## src/lvds_cfg_pkg.sv

```systemverilog
// package: register map, field layout and lane constants for lvds output config
package lvds_cfg_pkg;

   // register indices and their byte addresses on apb
   localparam logic [7:0] IDX_SOFT_RESET = 8'h09;
   localparam logic [7:0] IDX_FORMAT_POLARITY = 8'h18;
   localparam logic [7:0] IDX_LEVEL_SWING = 8'h19;
   localparam logic [7:0] IDX_PIN_ORDER_TERM = 8'h1a;
   localparam logic [7:0] IDX_COMMON_MODE_TRIM = 8'h1b;
   localparam logic [7:0] IDX_LANE_STATUS = 8'h1f;

   // field positions
   localparam int ENABLE_INVERT_BIT = 7;
   localparam int HSYNC_INVERT_BIT = 6;
   localparam int VSYNC_INVERT_BIT = 5;
   localparam int RESERVED_POL_BIT = 4;
   localparam int WIDE_COLOR_BIT = 3;
   localparam int LSB_PACKING_BIT = 1;
   localparam int COMMON_MODE_SEL_BIT = 6;
   localparam int SWING_LSB = 2;
   localparam int PIN_REVERSE_BIT = 5;
   localparam int TERMINATION_BIT = 1;
   localparam int CM_TRIM_LSB = 4;
   localparam int SOFT_RESET_BIT = 0;

   // reset values and writable-bit masks
   localparam logic [7:0] FORMAT_POLARITY_RST = 8'h70;
   localparam logic [7:0] FORMAT_POLARITY_MASK = 8'hfa;
   localparam logic [7:0] LEVEL_SWING_RST = 8'h04;
   localparam logic [7:0] LEVEL_SWING_MASK = 8'h4c;
   localparam logic [7:0] PIN_ORDER_TERM_RST = 8'h02;
   localparam logic [7:0] PIN_ORDER_TERM_MASK = 8'h22;
   localparam logic [7:0] COMMON_MODE_TRIM_RST = 8'h00;
   localparam logic [7:0] COMMON_MODE_TRIM_MASK = 8'h30;

   // lane layout: index 4 is the clock lane
   localparam int LANE_BITS = 7;
   localparam int LANE_COUNT = 5;
   localparam int CLOCK_LANE = 4;
   localparam logic [6:0] CLOCK_PATTERN = 7'h63;

   typedef logic [LANE_COUNT-1:0][LANE_BITS-1:0] lane_words_t;

   // byte address of a register index
   function automatic logic [7:0] reg_addr(input logic [7:0] idx);
      reg_addr = {idx[5:0], 2'b00};
   endfunction : reg_addr

endpackage : lvds_cfg_pkg

```

## src/lane_bus_if.sv

```systemverilog
// interface: parallel lane words passed from the mapper to the pin-order stage
`timescale 1ns/1ps
`default_nettype none
interface lane_bus_if;
   lvds_cfg_pkg::lane_words_t words;
   logic [lvds_cfg_pkg::LANE_COUNT-1:0] lane_en;
   modport src (output words, output lane_en);
   modport dst (input words, input lane_en);
endinterface : lane_bus_if
`default_nettype wire

```

## src/lvds_pixel_mapper.sv

```systemverilog
// module: packs one pixel plus syncs into the seven-bit lane words
`timescale 1ns/1ps
`default_nettype none
module lvds_pixel_mapper (
   input wire logic clk,
   input wire logic arst_n,
   input wire logic pipe_clear,
   input wire logic enable_out_invert,
   input wire logic hsync_out_invert,
   input wire logic vsync_out_invert,
   input wire logic wide_color_lane_enable,
   input wire logic lane4_lsb_packing,
   input wire logic pix_de,
   input wire logic pix_hsync,
   input wire logic pix_vsync,
   input wire logic [7:0] pix_red,
   input wire logic [7:0] pix_green,
   input wire logic [7:0] pix_blue,
   lane_bus_if.src lanes
);
   typedef struct packed {
      lvds_cfg_pkg::lane_words_t words;
      logic [lvds_cfg_pkg::LANE_COUNT-1:0] lane_en;
   } mapper_state_s;

   mapper_state_s state_q;
   mapper_state_s state_d;

   // six bits for lanes 0..2, two bits for lane 3
   function automatic logic [5:0] main_bits(input logic [7:0] c, input logic lsb_pack);
      main_bits = lsb_pack ? c[7:2] : c[5:0];
   endfunction : main_bits

   function automatic logic [1:0] extra_bits(input logic [7:0] c, input logic lsb_pack);
      extra_bits = lsb_pack ? c[1:0] : c[7:6];
   endfunction : extra_bits

   always_comb begin
      logic [5:0] r6;
      logic [5:0] g6;
      logic [5:0] b6;
      logic [1:0] r2;
      logic [1:0] g2;
      logic [1:0] b2;
      logic de_o;
      logic hs_o;
      logic vs_o;
      r6 = main_bits(pix_red, lane4_lsb_packing);
      g6 = main_bits(pix_green, lane4_lsb_packing);
      b6 = main_bits(pix_blue, lane4_lsb_packing);
      r2 = extra_bits(pix_red, lane4_lsb_packing);
      g2 = extra_bits(pix_green, lane4_lsb_packing);
      b2 = extra_bits(pix_blue, lane4_lsb_packing);
      de_o = pix_de ^ enable_out_invert;
      hs_o = pix_hsync ^ hsync_out_invert;
      vs_o = pix_vsync ^ vsync_out_invert;
      state_d = state_q;
      state_d.words[0] = {g6[0], r6};
      state_d.words[1] = {b6[1:0], g6[5:1]};
      state_d.words[2] = {de_o, vs_o, hs_o, b6[5:2]};
      state_d.words[3] = {1'b0, b2, g2, r2};
      state_d.words[lvds_cfg_pkg::CLOCK_LANE] = lvds_cfg_pkg::CLOCK_PATTERN;
      state_d.lane_en = 5'h1_7;
      // lane 3 on only at 24 bpp
      state_d.lane_en[3] = wide_color_lane_enable;
      if (!wide_color_lane_enable) begin
         // lane 3 extra bits dropped at 18 bpp
         state_d.words[3] = 7'h00;
      end
      if (pipe_clear) begin
         state_d = '0;
      end
   end

   always_ff @(posedge clk or negedge arst_n) begin
      if (!arst_n) begin
         state_q <= '0;
      end else begin
         state_q <= state_d;
      end
   end

   assign lanes.words = state_q.words;
   assign lanes.lane_en = state_q.lane_en;

endmodule : lvds_pixel_mapper
`default_nettype wire

```

## src/lvds_lane_order.sv

```systemverilog
// module: optional reversal of lane pin order before the output pins
`timescale 1ns/1ps
`default_nettype none
module lvds_lane_order (
   input wire logic clk,
   input wire logic arst_n,
   input wire logic pipe_clear,
   input wire logic pin_order_reverse,
   lane_bus_if.dst lanes,
   output logic [4:0][6:0] out_words,
   output logic [4:0] out_en
);
   typedef struct packed {
      logic [4:0][6:0] words;
      logic [4:0] en;
   } order_state_s;

   order_state_s state_q;
   order_state_s state_d;

   always_comb begin
      state_d.words = lanes.words;
      state_d.en = lanes.lane_en;
      if (pin_order_reverse) begin
         state_d.words[0] = lanes.words[3];
         state_d.words[3] = lanes.words[0];
         state_d.words[1] = lanes.words[lvds_cfg_pkg::CLOCK_LANE];
         state_d.words[lvds_cfg_pkg::CLOCK_LANE] = lanes.words[1];
         state_d.en[0] = lanes.lane_en[3];
         state_d.en[3] = lanes.lane_en[0];
         state_d.en[1] = lanes.lane_en[lvds_cfg_pkg::CLOCK_LANE];
         state_d.en[lvds_cfg_pkg::CLOCK_LANE] = lanes.lane_en[1];
      end
      if (pipe_clear) begin
         state_d = '0;
      end
   end

   always_ff @(posedge clk or negedge arst_n) begin
      if (!arst_n) begin
         state_q <= '0;
      end else begin
         state_q <= state_d;
      end
   end

   assign out_words = state_q.words;
   assign out_en = state_q.en;

endmodule : lvds_lane_order
`default_nettype wire

```

## src/lvds_output_config_regs.sv

```systemverilog
// top: apb register bank and output-side control of the lvds transmit channel
//
// Operation
// - enable bit 7 inverts data-enable output
// - hsync bit 6 inverts sync, resets set
// - vsync bit 5 inverts sync, resets set
// - bit 3 selects 24 bpp, lane 3
// - bit 1 puts lsbs on lane 3
// - 18 bpp with lsb packing drops lsbs
// - reverse swaps lanes 0/3 and 1/clock
// - common-mode select: 1.2 V or 0.9 V
// - two-bit swing field, reset 01, driven out
// - termination bit: 100 or 200 ohm
// - two-bit common-mode trim, reset 00
`timescale 1ns/1ps
`default_nettype none
module lvds_output_config_regs #(
   parameter int ADDR_W = 8
) (
   input wire logic clk,
   input wire logic arst_n,
   input wire logic psel,
   input wire logic penable,
   input wire logic pwrite,
   input wire logic [ADDR_W-1:0] paddr,
   input wire logic [31:0] pwdata,
   input wire logic [3:0] pstrb,
   output logic [31:0] prdata,
   output logic pready,
   output logic pslverr,
   input wire logic pix_de,
   input wire logic pix_hsync,
   input wire logic pix_vsync,
   input wire logic [7:0] pix_red,
   input wire logic [7:0] pix_green,
   input wire logic [7:0] pix_blue,
   output logic [6:0] data_lane0_word,
   output logic [6:0] data_lane1_word,
   output logic [6:0] data_lane2_word,
   output logic [6:0] data_lane3_word,
   output logic [6:0] clock_lane_word,
   output logic [4:0] lane_enable,
   output logic common_mode_select,
   output logic [1:0] output_swing_sel,
   output logic termination_select,
   output logic [1:0] common_mode_trim
);
   typedef enum logic [1:0] {
      REG_NONE = 2'b00,
      REG_RW = 2'b01,
      REG_WO = 2'b10
   } reg_kind_e;

   typedef struct packed {
      logic [7:0] format_polarity;
      logic [7:0] level_swing;
      logic [7:0] pin_order_term;
      logic [7:0] cm_trim;
      logic soft_reset;
      logic [31:0] rdata;
   } regs_state_s;

   regs_state_s state_q;
   regs_state_s state_d;

   logic [4:0][6:0] pin_words;
   logic [4:0] pin_en;
   logic [7:0] addr_byte;
   logic addr_hit;
   logic addr_aligned;
   logic setup_phase;
   logic access_phase;

   lane_bus_if lanes ();

   // which register a byte address selects
   function automatic reg_kind_e decode_kind(input logic [7:0] a);
      if (a == lvds_cfg_pkg::reg_addr(lvds_cfg_pkg::IDX_FORMAT_POLARITY)
          || a == lvds_cfg_pkg::reg_addr(lvds_cfg_pkg::IDX_LEVEL_SWING)
          || a == lvds_cfg_pkg::reg_addr(lvds_cfg_pkg::IDX_PIN_ORDER_TERM)
          || a == lvds_cfg_pkg::reg_addr(lvds_cfg_pkg::IDX_COMMON_MODE_TRIM)
          || a == lvds_cfg_pkg::reg_addr(lvds_cfg_pkg::IDX_LANE_STATUS)) begin
         decode_kind = REG_RW;
      end else if (a == lvds_cfg_pkg::reg_addr(lvds_cfg_pkg::IDX_SOFT_RESET)) begin
         decode_kind = REG_WO;
      end else begin
         decode_kind = REG_NONE;
      end
   endfunction : decode_kind

   // masked write of one byte lane
   function automatic logic [7:0] merge(input logic [7:0] wdata, input logic [7:0] mask);
      merge = wdata & mask;
   endfunction : merge

   assign addr_byte = 8'(paddr);
   assign addr_aligned = (addr_byte[1:0] == 2'b00) && (paddr == ADDR_W'(addr_byte));
   assign addr_hit = addr_aligned && (decode_kind(addr_byte) != REG_NONE);
   assign setup_phase = psel && !penable;
   assign access_phase = psel && penable;

   // zero wait states; error on any unmapped or misaligned address
   assign pready = 1'b1;
   assign pslverr = access_phase && !addr_hit;

   always_comb begin
      logic [7:0] rbyte;
      rbyte = 8'h00;
      state_d = state_q;
      state_d.soft_reset = 1'b0;
      if (setup_phase && !pwrite && addr_aligned) begin
         unique case (addr_byte)
            lvds_cfg_pkg::reg_addr(lvds_cfg_pkg::IDX_FORMAT_POLARITY): begin
               rbyte = state_q.format_polarity;
            end
            lvds_cfg_pkg::reg_addr(lvds_cfg_pkg::IDX_LEVEL_SWING): begin
               rbyte = state_q.level_swing;
            end
            lvds_cfg_pkg::reg_addr(lvds_cfg_pkg::IDX_PIN_ORDER_TERM): begin
               rbyte = state_q.pin_order_term;
            end
            lvds_cfg_pkg::reg_addr(lvds_cfg_pkg::IDX_COMMON_MODE_TRIM): begin
               rbyte = state_q.cm_trim;
            end
            lvds_cfg_pkg::reg_addr(lvds_cfg_pkg::IDX_LANE_STATUS): begin
               rbyte = {3'b000, pin_en};
            end
            default: begin
               rbyte = 8'h00;
            end
         endcase
         state_d.rdata = {24'h00_0000, rbyte};
      end else if (setup_phase) begin
         state_d.rdata = 32'h0000_0000;
      end
      if (access_phase && pwrite && addr_hit && pstrb[0]) begin
         unique case (addr_byte)
            lvds_cfg_pkg::reg_addr(lvds_cfg_pkg::IDX_FORMAT_POLARITY): begin
               state_d.format_polarity = merge(pwdata[7:0], lvds_cfg_pkg::FORMAT_POLARITY_MASK);
            end
            lvds_cfg_pkg::reg_addr(lvds_cfg_pkg::IDX_LEVEL_SWING): begin
               state_d.level_swing = merge(pwdata[7:0], lvds_cfg_pkg::LEVEL_SWING_MASK);
            end
            lvds_cfg_pkg::reg_addr(lvds_cfg_pkg::IDX_PIN_ORDER_TERM): begin
               state_d.pin_order_term = merge(pwdata[7:0], lvds_cfg_pkg::PIN_ORDER_TERM_MASK);
            end
            lvds_cfg_pkg::reg_addr(lvds_cfg_pkg::IDX_COMMON_MODE_TRIM): begin
               state_d.cm_trim = merge(pwdata[7:0], lvds_cfg_pkg::COMMON_MODE_TRIM_MASK);
            end
            lvds_cfg_pkg::reg_addr(lvds_cfg_pkg::IDX_SOFT_RESET): begin
               state_d.soft_reset = pwdata[lvds_cfg_pkg::SOFT_RESET_BIT];
            end
            default: begin
               state_d.rdata = state_q.rdata;
            end
         endcase
      end
   end

   always_ff @(posedge clk or negedge arst_n) begin
      if (!arst_n) begin
         state_q.format_polarity <= lvds_cfg_pkg::FORMAT_POLARITY_RST;
         state_q.level_swing <= lvds_cfg_pkg::LEVEL_SWING_RST;
         state_q.pin_order_term <= lvds_cfg_pkg::PIN_ORDER_TERM_RST;
         state_q.cm_trim <= lvds_cfg_pkg::COMMON_MODE_TRIM_RST;
         state_q.soft_reset <= 1'b0;
         state_q.rdata <= 32'h0000_0000;
      end else begin
         state_q <= state_d;
      end
   end

   assign prdata = state_q.rdata;

   lvds_pixel_mapper u_mapper (
      .clk(clk),
      .arst_n(arst_n),
      .pipe_clear(state_q.soft_reset),
      .enable_out_invert(state_q.format_polarity[lvds_cfg_pkg::ENABLE_INVERT_BIT]),
      .hsync_out_invert(state_q.format_polarity[lvds_cfg_pkg::HSYNC_INVERT_BIT]),
      .vsync_out_invert(state_q.format_polarity[lvds_cfg_pkg::VSYNC_INVERT_BIT]),
      .wide_color_lane_enable(state_q.format_polarity[lvds_cfg_pkg::WIDE_COLOR_BIT]),
      .lane4_lsb_packing(state_q.format_polarity[lvds_cfg_pkg::LSB_PACKING_BIT]),
      .pix_de(pix_de),
      .pix_hsync(pix_hsync),
      .pix_vsync(pix_vsync),
      .pix_red(pix_red),
      .pix_green(pix_green),
      .pix_blue(pix_blue),
      .lanes(lanes.src)
   );

   lvds_lane_order u_order (
      .clk(clk),
      .arst_n(arst_n),
      .pipe_clear(state_q.soft_reset),
      .pin_order_reverse(state_q.pin_order_term[lvds_cfg_pkg::PIN_REVERSE_BIT]),
      .lanes(lanes.dst),
      .out_words(pin_words),
      .out_en(pin_en)
   );

   assign data_lane0_word = pin_words[0];
   assign data_lane1_word = pin_words[1];
   assign data_lane2_word = pin_words[2];
   assign data_lane3_word = pin_words[3];
   assign clock_lane_word = pin_words[lvds_cfg_pkg::CLOCK_LANE];
   assign lane_enable = pin_en;

   assign common_mode_select = state_q.level_swing[lvds_cfg_pkg::COMMON_MODE_SEL_BIT];
   assign output_swing_sel = state_q.level_swing[lvds_cfg_pkg::SWING_LSB +: 2];
   assign termination_select = state_q.pin_order_term[lvds_cfg_pkg::TERMINATION_BIT];
   assign common_mode_trim = state_q.cm_trim[lvds_cfg_pkg::CM_TRIM_LSB +: 2];

endmodule : lvds_output_config_regs
`default_nettype wire

```

## config.mk

```make
export PLATFORM = sky130hd
export DESIGN_NAME = lvds_output_config_regs
export DESIGN_NICKNAME = d
export VERILOG_FILES = /design/src/lvds_cfg_pkg.sv /design/src/lane_bus_if.sv /design/src/lvds_pixel_mapper.sv /design/src/lvds_lane_order.sv /design/src/lvds_output_config_regs.sv
export SDC_FILE = /design/constraint.sdc
export NUM_CORES = 1
export LEC_CHECK = 0
export ABC_AREA = 1
export BUFFER_PORTS_ARGS = -buffer_cell sky130_fd_sc_hd__buf_2
export CAP_MARGIN = 20
export CORE_MARGIN = 5
export CORE_UTILIZATION = 52
export DETAILED_ROUTE_END_ITERATION = 8
export PLACE_DENSITY = 0.81
export SLEW_MARGIN = 25
export SYNTH_ARGS = -nofsm -noshare
export SYNTH_HDL_FRONTEND = slang
export SYNTH_SLANG_ARGS = --single-unit
```

## constraint.sdc

```tcl
create_clock -name clk -period 2.5 [get_ports clk]
set_clock_uncertainty 0.1 [all_clocks]
set_input_delay 0.25 -clock clk [delete_from_list [all_inputs] [get_ports clk]]
set_output_delay 0.25 -clock clk [all_outputs]
set_load 0.05 [all_outputs]
```

== Word-level counts from Yosys, hierarchy flattened ==
Cells that the tools add are included.

* Input bits: 76
* Word-level logic and storage cells: 71
* Register bits after elaboration: 126
* Output and inout port bits: 80

* Equal/unequal tests: 7
* Bitwise operators: 3
* Muxes and demuxes: 20
* Reduce and logical (&&, ||, !) cells: 23

{| class="wikitable"
|+ Operator list
! operator !! number
|-
| two-way mux 32 bit || 3
|-
| two-way mux 40 bit || 2
|-
| equality test 8 x 7 -> 1 bit (second input constant) || 5
|-
| case mux 8 bit (5 select lines) || 1
|-
| two-way mux 33 bit || 1
|-
| two-way mux 6 bit || 4
|-
| two-way mux 16 bit || 1
|-
| two-way mux 14 bit || 1
|-
| two-way mux 2 bit || 6
|-
| logical AND 1 bit || 9
|-
| equality test 8 x 6 -> 1 bit (second input constant) || 1
|-
| AND reduction 2 bit || 4
|-
| OR reduction 5 bit || 1
|-
| logical OR 1 bit || 4
|-
| zero test 1 bit || 3
|-
| XOR 1 bit || 3
|-
| zero test 2 bit || 1
|-
| inequality test 2 bit (second input constant) || 1
|-
| nonzero test 2 bit || 1
|-
| two-way mux 1 bit || 1
|}

== Logic depth before layout (Yosys ltp) ==
Gate-level depths: netlist of the first run.

* Depth after elaboration: 11
* Mapped depth: 9
* Mapped depth without buffers: 8

== Modules after synthesis ==
From an unflattened synthesis of the first run, not the netlist that was laid out.

* Cell total of the unflattened synthesis: 577
* Area total of the unflattened synthesis: 4614.4 um^2

{| class="wikitable"
|+ Modules (own cells, without submodules)
! module !! area each (um^2) !! cells an instance !! seq. area each (um^2) !! instances
|-
| lvds_lane_order || 1846.8 || 228 || 1001.0 || 1
|-
| lvds_output_config_regs || 1525.2 || 203 || 556.8 || 1
|-
| lvds_pixel_mapper || 1242.4 || 146 || 725.7 || 1
|}

== Worst setup path before layout of the first run ==
OpenSTA, ideal clock, no wires.

* Path kind: input-to-output
* Start: in paddr[0]
* End: out pslverr
* Buffers on the path: 1
* Arrival: 1.476 ns
* Data required time: 2.150 ns
* Stages on the path: 7
* Path slack: 0.674 ns
* Cells stage by stage: inv_1 -> nand2_1 -> nor2_1 -> nand2_1 -> nand3_4 -> buf_6 -> nor2_1

* Word-level cells in the longest chain between the ends: 10
* Elaborated cells between the ends (all ways): 17
* Classes of those cells: 6 x eq/ne; 2 x mux; 9 x reduce/logical

{| class="wikitable"
|+ Ends and longest elaborated chain
! what !! RTL line !! text
|-
| start: declaration || lvds_output_config_regs.sv:25 || <nowiki>input wire logic [ADDR_W-1:0] paddr,</nowiki>
|-
| equality test 8 x 7 -> 1 bit, on equally long branches || lvds_output_config_regs.sv:78, lvds_output_config_regs.sv:79 ||
|-
| logical OR 1 bit || lvds_output_config_regs.sv:79 || <nowiki>|| a == lvds_cfg_pkg::reg_addr(lvds_cfg_pkg::IDX_LEVEL_SWING)</nowiki>
|-
| logical OR 1 bit || lvds_output_config_regs.sv:80 || <nowiki>|| a == lvds_cfg_pkg::reg_addr(lvds_cfg_pkg::IDX_PIN_ORDER_TERM)</nowiki>
|-
| logical OR 1 bit || lvds_output_config_regs.sv:81 || <nowiki>|| a == lvds_cfg_pkg::reg_addr(lvds_cfg_pkg::IDX_COMMON_MODE_TRIM)</nowiki>
|-
| logical OR 1 bit || lvds_output_config_regs.sv:82 || <nowiki>|| a == lvds_cfg_pkg::reg_addr(lvds_cfg_pkg::IDX_LANE_STATUS)) begin</nowiki>
|-
| two-way mux 2 bit || lvds_output_config_regs.sv:78 || <nowiki>if (a == lvds_cfg_pkg::reg_addr(lvds_cfg_pkg::IDX_FORMAT_POLARITY)</nowiki>
|-
| nonzero test 2 bit || lvds_output_config_regs.sv:98 || <nowiki>assign addr_hit = addr_aligned && (decode_kind(addr_byte) != REG_NONE);</nowiki>
|-
| logical AND 1 bit * || lvds_output_config_regs.sv:98 ||
|-
| zero test 1 bit * || lvds_output_config_regs.sv:104 || <nowiki>assign pslverr = access_phase && !addr_hit;</nowiki>
|-
| logical AND 1 bit * || lvds_output_config_regs.sv:104 ||
|-
| end: declaration || lvds_output_config_regs.sv:30 || <nowiki>output logic pslverr,</nowiki>
|}

Every way passes the cells marked *; elsewhere a longest branch is shown, timed or not.

== Worst setup path in the final report of the first run ==
Same ends and word-level chain as after synthesis.

==> flow_metrics.env, run 1 <==
export IMPL_status="completed"
export IMPL_first_iter_violations=194
export IMPL_start_util_pct=53.63
export IMPL_post_route_util_pct=62.48
export IMPL_vias_per_cell=4.830
export IMPL_cts_root_buf="clkbuf_8"
export IMPL_ys_types=22
export IMPL_ys_seq_elements=89
export IMPL_layout_commonest_cell="buf_2"
export IMPL_cts_made_buffers=9
export IMPL_grt_remaining_overflow=0
export IMPL_p_per_area_nw_per_um2=625.1
export IMPL_grt_use_total_pct=18.26
export IMPL_crit_arrival_ns=1.32
export IMPL_syn_area_um2=3890
export IMPL_hold_class="input port to register"
export IMPL_tightest_slew_ns=0.7582
export IMPL_first_global_vias=2807
export IMPL_final_nets=601
export IMPL_synth_warnings=0
export IMPL_die_area_um2=9310
export IMPL_clock_fmax_mhz=598.2
export IMPL_ant_nets=0
export IMPL_drv_cap=0
export IMPL_maxSlewViolCount=0
export IMPL_layout_common_cells="102 x buf_2, 84 x dfrtp_1, 77 x nand2_1"
export IMPL_core_area_um2=7253
export IMPL_layout_drive_gt1_share_pct=26.23
export IMPL_register_area_um2=2233
export IMPL_min_period_over_period_pct=66.86
export IMPL_antenna_found_initial=0
export IMPL_setup_viol=0
export IMPL_portBuffers=103
export IMPL_syn_area_per_cell_um2=8.942
export IMPL_critical_path_startpoint_type="input port"
export IMPL_cts_max_level=3
export IMPL_holdBufCountCts=3
export IMPL_die_w_um=96.49
export IMPL_clock_path_buffers=2
export IMPL_dp_hpwl_um=6012
export IMPL_rsz0062_at_grt="false"
export IMPL_irDropWorstVdd_uv=264.7
export IMPL_clk_pin_slew_worst_paths_ns=0.08
export IMPL_cts_tree="done"
export IMPL_synthCells=435
export IMPL_crit_required_ns=2.15
export IMPL_wire_per_inst_um=13.39
export IMPL_area_growth_pct=16.50
export IMPL_post_cts_resized=0
export IMPL_rows=31
export IMPL_ys_seq_area_share_pct=57.41
export IMPL_clk_latency_ns=0.36
export IMPL_crit_fanout=19
export IMPL_first_pass_iters=4
export IMPL_nFillCells=633
export IMPL_multi_input_area_um2=1204
export IMPL_p_leak_nw=2.456
export IMPL_cts_sinks=89
export IMPL_finalHoldViolCount=0
export IMPL_routabilityCongestion=0.9122
export IMPL_endpoint_kind="output pin"
export IMPL_die_h_um=96.49
export IMPL_grt_pass1_wl_um=12950
export IMPL_finalCriticalPeriod_ns=1.672
export IMPL_post_cts_buffers=0
export IMPL_num_antenna_cells=0
export IMPL_routed_wl_um=8423
export IMPL_grt_max_degree=90
export IMPL_critPathKind="input port to output pin"
export IMPL_fin_tns_setup_ns=0
export IMPL_drc_errors=0
export IMPL_max_slew_margin_rel_pct=49.46
export IMPL_vias=3038
export IMPL_io_pins=156
-- state kept, by name, summed over array words and instances, names as in the netlist --
signal,count
common_mode_select,1
common_mode_trim,2
output_swing_sel,2
prdata,8
state_q,8
termination_select,1
u_mapper.lanes.lane_en,2
u_mapper.lanes.words,27
u_order.out_en,3
u_order.out_words,35
-- cells in the mapped netlist, drive strengths merged --
cell type | n | area, µm²
dfrtp | 84 | 2102
o21ai | 33 | 165.2
o22ai | 12 | 75.07
dfstp | 5 | 131.4
nor3 | 5 | 25.02
nor2 | 77 | 319.1
clkbuf | 7 | 26.28
conb | 2 | 7.510
nand3 | 19 | 112.6
a21oi | 6 | 30.03
nand4 | 13 | 81.33
nand2 | 79 | 301.5
buf | 47 | 340.3
inv | 46 | 172.7
-- report_power, final --
group	total (mW)	internal, mW	switching (mW)
clock network	1.04	0.510	0.526
logic	0.315	0.0667	0.249
registers	1.48	1.47	0.00876
-- path summary, 6_finish.rpt --
kind / startpoint / end / slack (ns) / cells after the start
setup / recovery: paddr[0] / pslverr / 0.83 / 8
hold / removal: pwdata[2] / output_swing_sel[0]$_DFFE_PN1P_ / 0.03 / 3
setup reg to reg: state_q[32]$_DFF_PN0_ / u_order.out_en[3]$_DFF_PN0_ / 0.84 / 3
hold reg to reg: u_mapper.lanes.words[20]$_DFF_PN0_ / u_order.out_words[20]$_DFF_PN0_ / 0.36 / 2
max in group asynchronous: arst_n / u_order.out_en[3]$_DFF_PN0_ / 1.36 / 2
min in group asynchronous: arst_n / u_mapper.lanes.words[2]$_DFF_PN0_ / 0.41 / 2
-- stage by stage --
| stage | instance area, µm² | std cells | power, mW | worst slack, ns | hold WS (ns) |
|---|---|---|---|---|---|
| after floorplan | 3976 | 458 | 1.743 | 0.6744 | -0.1456 |
| after global placement | 4274 | 609 | 1.814 | 0.8583 | 0.3301 |
| after detailed placement | 4274 | 609 | 1.818 | 0.8362 | 0.3354 |
| after CTS | 4518 | 628 | 2.857 | 0.8306 | 0.002426 |
| after global routing | 4532 | 629 | 2.964 | 0.7102 | 0.01557 |
| final | 4532 | 629 | 2.833 | 0.8284 | 0.02814 |
-- critical path, stage by stage --
cell and delay (ns):
buf_2 0.10, inv_1 0.04, nand2_1 0.14, nor2_1 0.08, nand2_1 0.11, nand3_4 0.21
nor2_1 0.14, buf_2 0.27
-- layer usage --
metal	vias up	wire, µm	GRT usage, %	part of all wire (%)
met5	-	0	0	0
met3	16	514	2.711	6.1
li1	1483	-	-	-
met2	124	4127	29.31	49
met1	1415	3558	24.36	42
met4	0	223	8.879	2.6
-- kinds of logic (layout without fill, tap and decap cells) --
| logic type | count (synthesis) | in the layout | share of synthesized area (%) |
|---|---|---|---|
| AND/OR/NAND/NOR | 193 | 193 | 21.58 |
| buffers and inverters | 100 | 172 | 13.86 |
| flip-flops | 89 | 89 | 57.41 |
| AO/OA/AOI/OAI | 51 | 51 | 6.948 |
| other | 2 | 25 | 0.1931 |
-- final cells by class --
cell class	instances	share of cell area, %
multi-input cells	269	26.56
well taps	99	2.733
clock buffers	10	3.037
flip-flops and latches	89	49.28
inverters	46	3.810
clock inverters	6	1.684
repair buffers	110	12.89
Power figures use the tool's default switching activity.
==> run 2: changes to the inputs <==
--- a/config.mk
+++ b/config.mk
@@ -9,9 +9,9 @@
 export BUFFER_PORTS_ARGS = -buffer_cell sky130_fd_sc_hd__buf_2
 export CAP_MARGIN = 20
 export CORE_MARGIN = 5
-export CORE_UTILIZATION = 52
+export CORE_UTILIZATION = 48
 export DETAILED_ROUTE_END_ITERATION = 8
-export PLACE_DENSITY = 0.81
+export PLACE_DENSITY = 0.75
 export SLEW_MARGIN = 25
 export SYNTH_ARGS = -nofsm -noshare
 export SYNTH_HDL_FRONTEND = slang
==> constraint.sdc (replaced) <==
create_clock -name clk -period 1.7 [get_ports clk]
set_clock_uncertainty 0.1 [all_clocks]
set_input_delay 0.17 -clock clk [delete_from_list [all_inputs] [get_ports clk]]
set_output_delay 0.17 -clock clk [all_outputs]
set_load 0.05 [all_outputs]
==> run 2 against run 1 <==
  * Global-route usage shrank 0.21 points
  * Sequential cell count is the same
  * Largest cell class unchanged
  * Hold slack lost 0.0085 ns
  * First-iteration DRC count shrank 14%
  * Wire length grew 6.4%
  * Critical endpoint unchanged
  * Register-to-register slack lost 0.63 ns
  * Critical path depth is the same
  * Count of clock-buffer cells in the layout shrank 1
  * Via count grew 5.3%
  * Non-clock buffer count grew 36
  * Clock power grew 32%
  * Design area grew 7.6%
==> flow_metrics.env, run 2 (synthesis gave the netlist of run 1 again) <==
export IMPL_fin_ws_ns=0.1822
export IMPL_first_global_vias=2984
export IMPL_dpl_cell_area_um2=4348
export IMPL_clk_latency_ns=0.35
export IMPL_max_slew_margin_rel_pct=57.08
export IMPL_instances_no_fill=668
export IMPL_critPathKind="input port to output pin"
export IMPL_swShare_pct=29.17
export IMPL_min_from="pix_green[5]"
export IMPL_routabilityCongestion=0.8613
export IMPL_power_mw=4.082
export IMPL_p_int_mw=2.891
export IMPL_comb_power_share_pct=13.0
export IMPL_endpoint_kind="output pin"
export IMPL_cts_sinks=89
export IMPL_io_pins=156
export IMPL_min_period_over_period_pct=89.28
export IMPL_clkPwrFrac_pct=33.5
export IMPL_irDropWorstVdd_uv=509.0
export IMPL_portBuffers=103
export IMPL_post_cts_resized=0
export IMPL_p_switching_mw=1.191
export IMPL_grt_max_degree=34
export IMPL_first_iter_violations=167
export IMPL_rows=32
export IMPL_vias=3200
export IMPL_status="completed"
export IMPL_num_antenna_cells=0
export IMPL_area_growth_pct=25.38
export IMPL_grt_pass1_wl_um=14320
export IMPL_maxSlewViolCount=0
export IMPL_antenna_found_initial=0
export IMPL_setup_viol=0
export IMPL_worstSetupStartpoint="paddr[0]"
export IMPL_drc_errors=0
export IMPL_clock_path_buffers=2
export IMPL_cts_made_buffers=9
export IMPL_p_leak_nw=2.605
export IMPL_critical_path_startpoint_type="input port"
export IMPL_first_pass_iters=4
export IMPL_wire_per_inst_um=13.41
export IMPL_die_area_um2=10000
export IMPL_p_per_area_nw_per_um2=837.0
export IMPL_nFillCells=673
export IMPL_tightest_slew_ns=0.6431
export IMPL_pwr_share_seq_pct=53.4
export IMPL_reg2reg_from="state_q[32]$_DFF_PN0_"
export IMPL_routed_wl_um=8959
export IMPL_drv_cap=0
export IMPL_layout_commonest_cell="buf_2"
export IMPL_final_nets=637
export IMPL_dp_hpwl_um=6493
export IMPL_post_route_util_pct=62.47
export IMPL_largest_reg_flops=35
export IMPL_die_h_um=100.0
export IMPL_path_cells="buf_2 > inv_1 > nand2_1 > nor2_1 > nand2_1 > nand3_4 > nor2_1 > buf_2"
export IMPL_rsz0062_at_grt="false"
export IMPL_core_area_um2=7807
export IMPL_finalCriticalPeriod_ns=1.518
export IMPL_grt_remaining_overflow=0
export IMPL_final_area_um2=4877
export IMPL_layout_common_cells="102 x buf_2, 84 x dfrtp_1, 77 x nand2_1"
export IMPL_crit_arrival_ns=1.25
export IMPL_slowest_stage="buf_2"
export IMPL_holdBufCountCts=34
export IMPL_vias_per_cell=4.790
export IMPL_start_util_pct=49.82
export IMPL_dp_cells=618
export IMPL_die_w_um=100.0
export IMPL_cp_slowest_stage_delay_ns=0.27
export IMPL_clk_pin_slew_worst_paths_ns=0.10
export IMPL_layout_drive_gt1_share_pct=25.62
export IMPL_clock_fmax_mhz=658.8
export IMPL_hold_class="input port to register"
export IMPL_ant_nets=0
export IMPL_post_cts_buffers=0
export IMPL_crit_required_ns=1.43
export IMPL_cts_max_level=3
export IMPL_fin_tns_setup_ns=0
export IMPL_cts_tree="done"
export IMPL_cts_root_buf="clkbuf_8"
export IMPL_whs_ns=0.01969
export IMPL_grt_use_total_pct=18.06
export IMPL_crit_fanout=19
export IMPL_finalHoldViolCount=0
export IMPL_dp_slack_ns=0.1881
## run 2: cell types whose count changed in the layout (fill, tap and decap cells not counted), sizes merged
| cell | before | now |
|---|---|---|
| dlygate4sd3 | 4 | 34 |
| bufinv | 1 | 0 |
| inv | 51 | 52 |
| clkinvlp | 0 | 1 |
| clkbuf | 10 | 9 |
| buf | 106 | 112 |
## run 2: final timing paths
kind,end,slack (ns),cells past startpoint
setup reg to reg,u_order.out_en[0]$_DFF_PN0_,0.21,3
min in group asynchronous,u_mapper.lanes.words[6]$_DFF_PN0_,0.21,2
hold / removal,u_mapper.lanes.words[9]$_DFF_PN0_,0.02,3
hold reg to reg,u_order.out_words[20]$_DFF_PN0_,0.37,2
max in group asynchronous,state_q[63]$_DFFE_PN1P_,0.72,3
setup / recovery,pslverr,0.18,8
## run 2: worst max-delay path: cells and delay by family
family	cells	cell delay, ns
buf+inv	3	0.42
simple gates	5	0.67
## run 2: per-layer routing
metal	track usage (%)	part of all wire [%]	vias up
met3	3.544	7.5	20
li1	-	-	1561
met1	24.98	42	1482
met2	28.12	48	137
met5	0	0	-
met4	7.358	2.4	0
## run 2: power by group through the flow
| stage | registers, mW | clock network (mW) | logic [mW] |
|---|---|---|---|
| after floorplan | 2.31 | 0 | 0.250 |
| after global placement | 2.22 | 0 | 0.461 |
| after detailed placement | 2.22 | 0 | 0.469 |
| after CTS | 2.18 | 1.41 | 0.530 |
| after global routing | 2.19 | 1.49 | 0.573 |
| final | 2.18 | 1.37 | 0.532 |
## run 2: cell type report
type / count / area [µm²] / area share [%]
clock buffers: 9 / 123.9 / 2.540
repair buffers: 146 / 950.9 / 19.50
clock inverters: 7 / 65.06 / 1.334
multi-input cells: 269 / 1204 / 24.68
flip-flops and latches: 89 / 2233 / 45.79
inverters: 46 / 172.7 / 3.540
well taps: 102 / 127.6 / 2.617
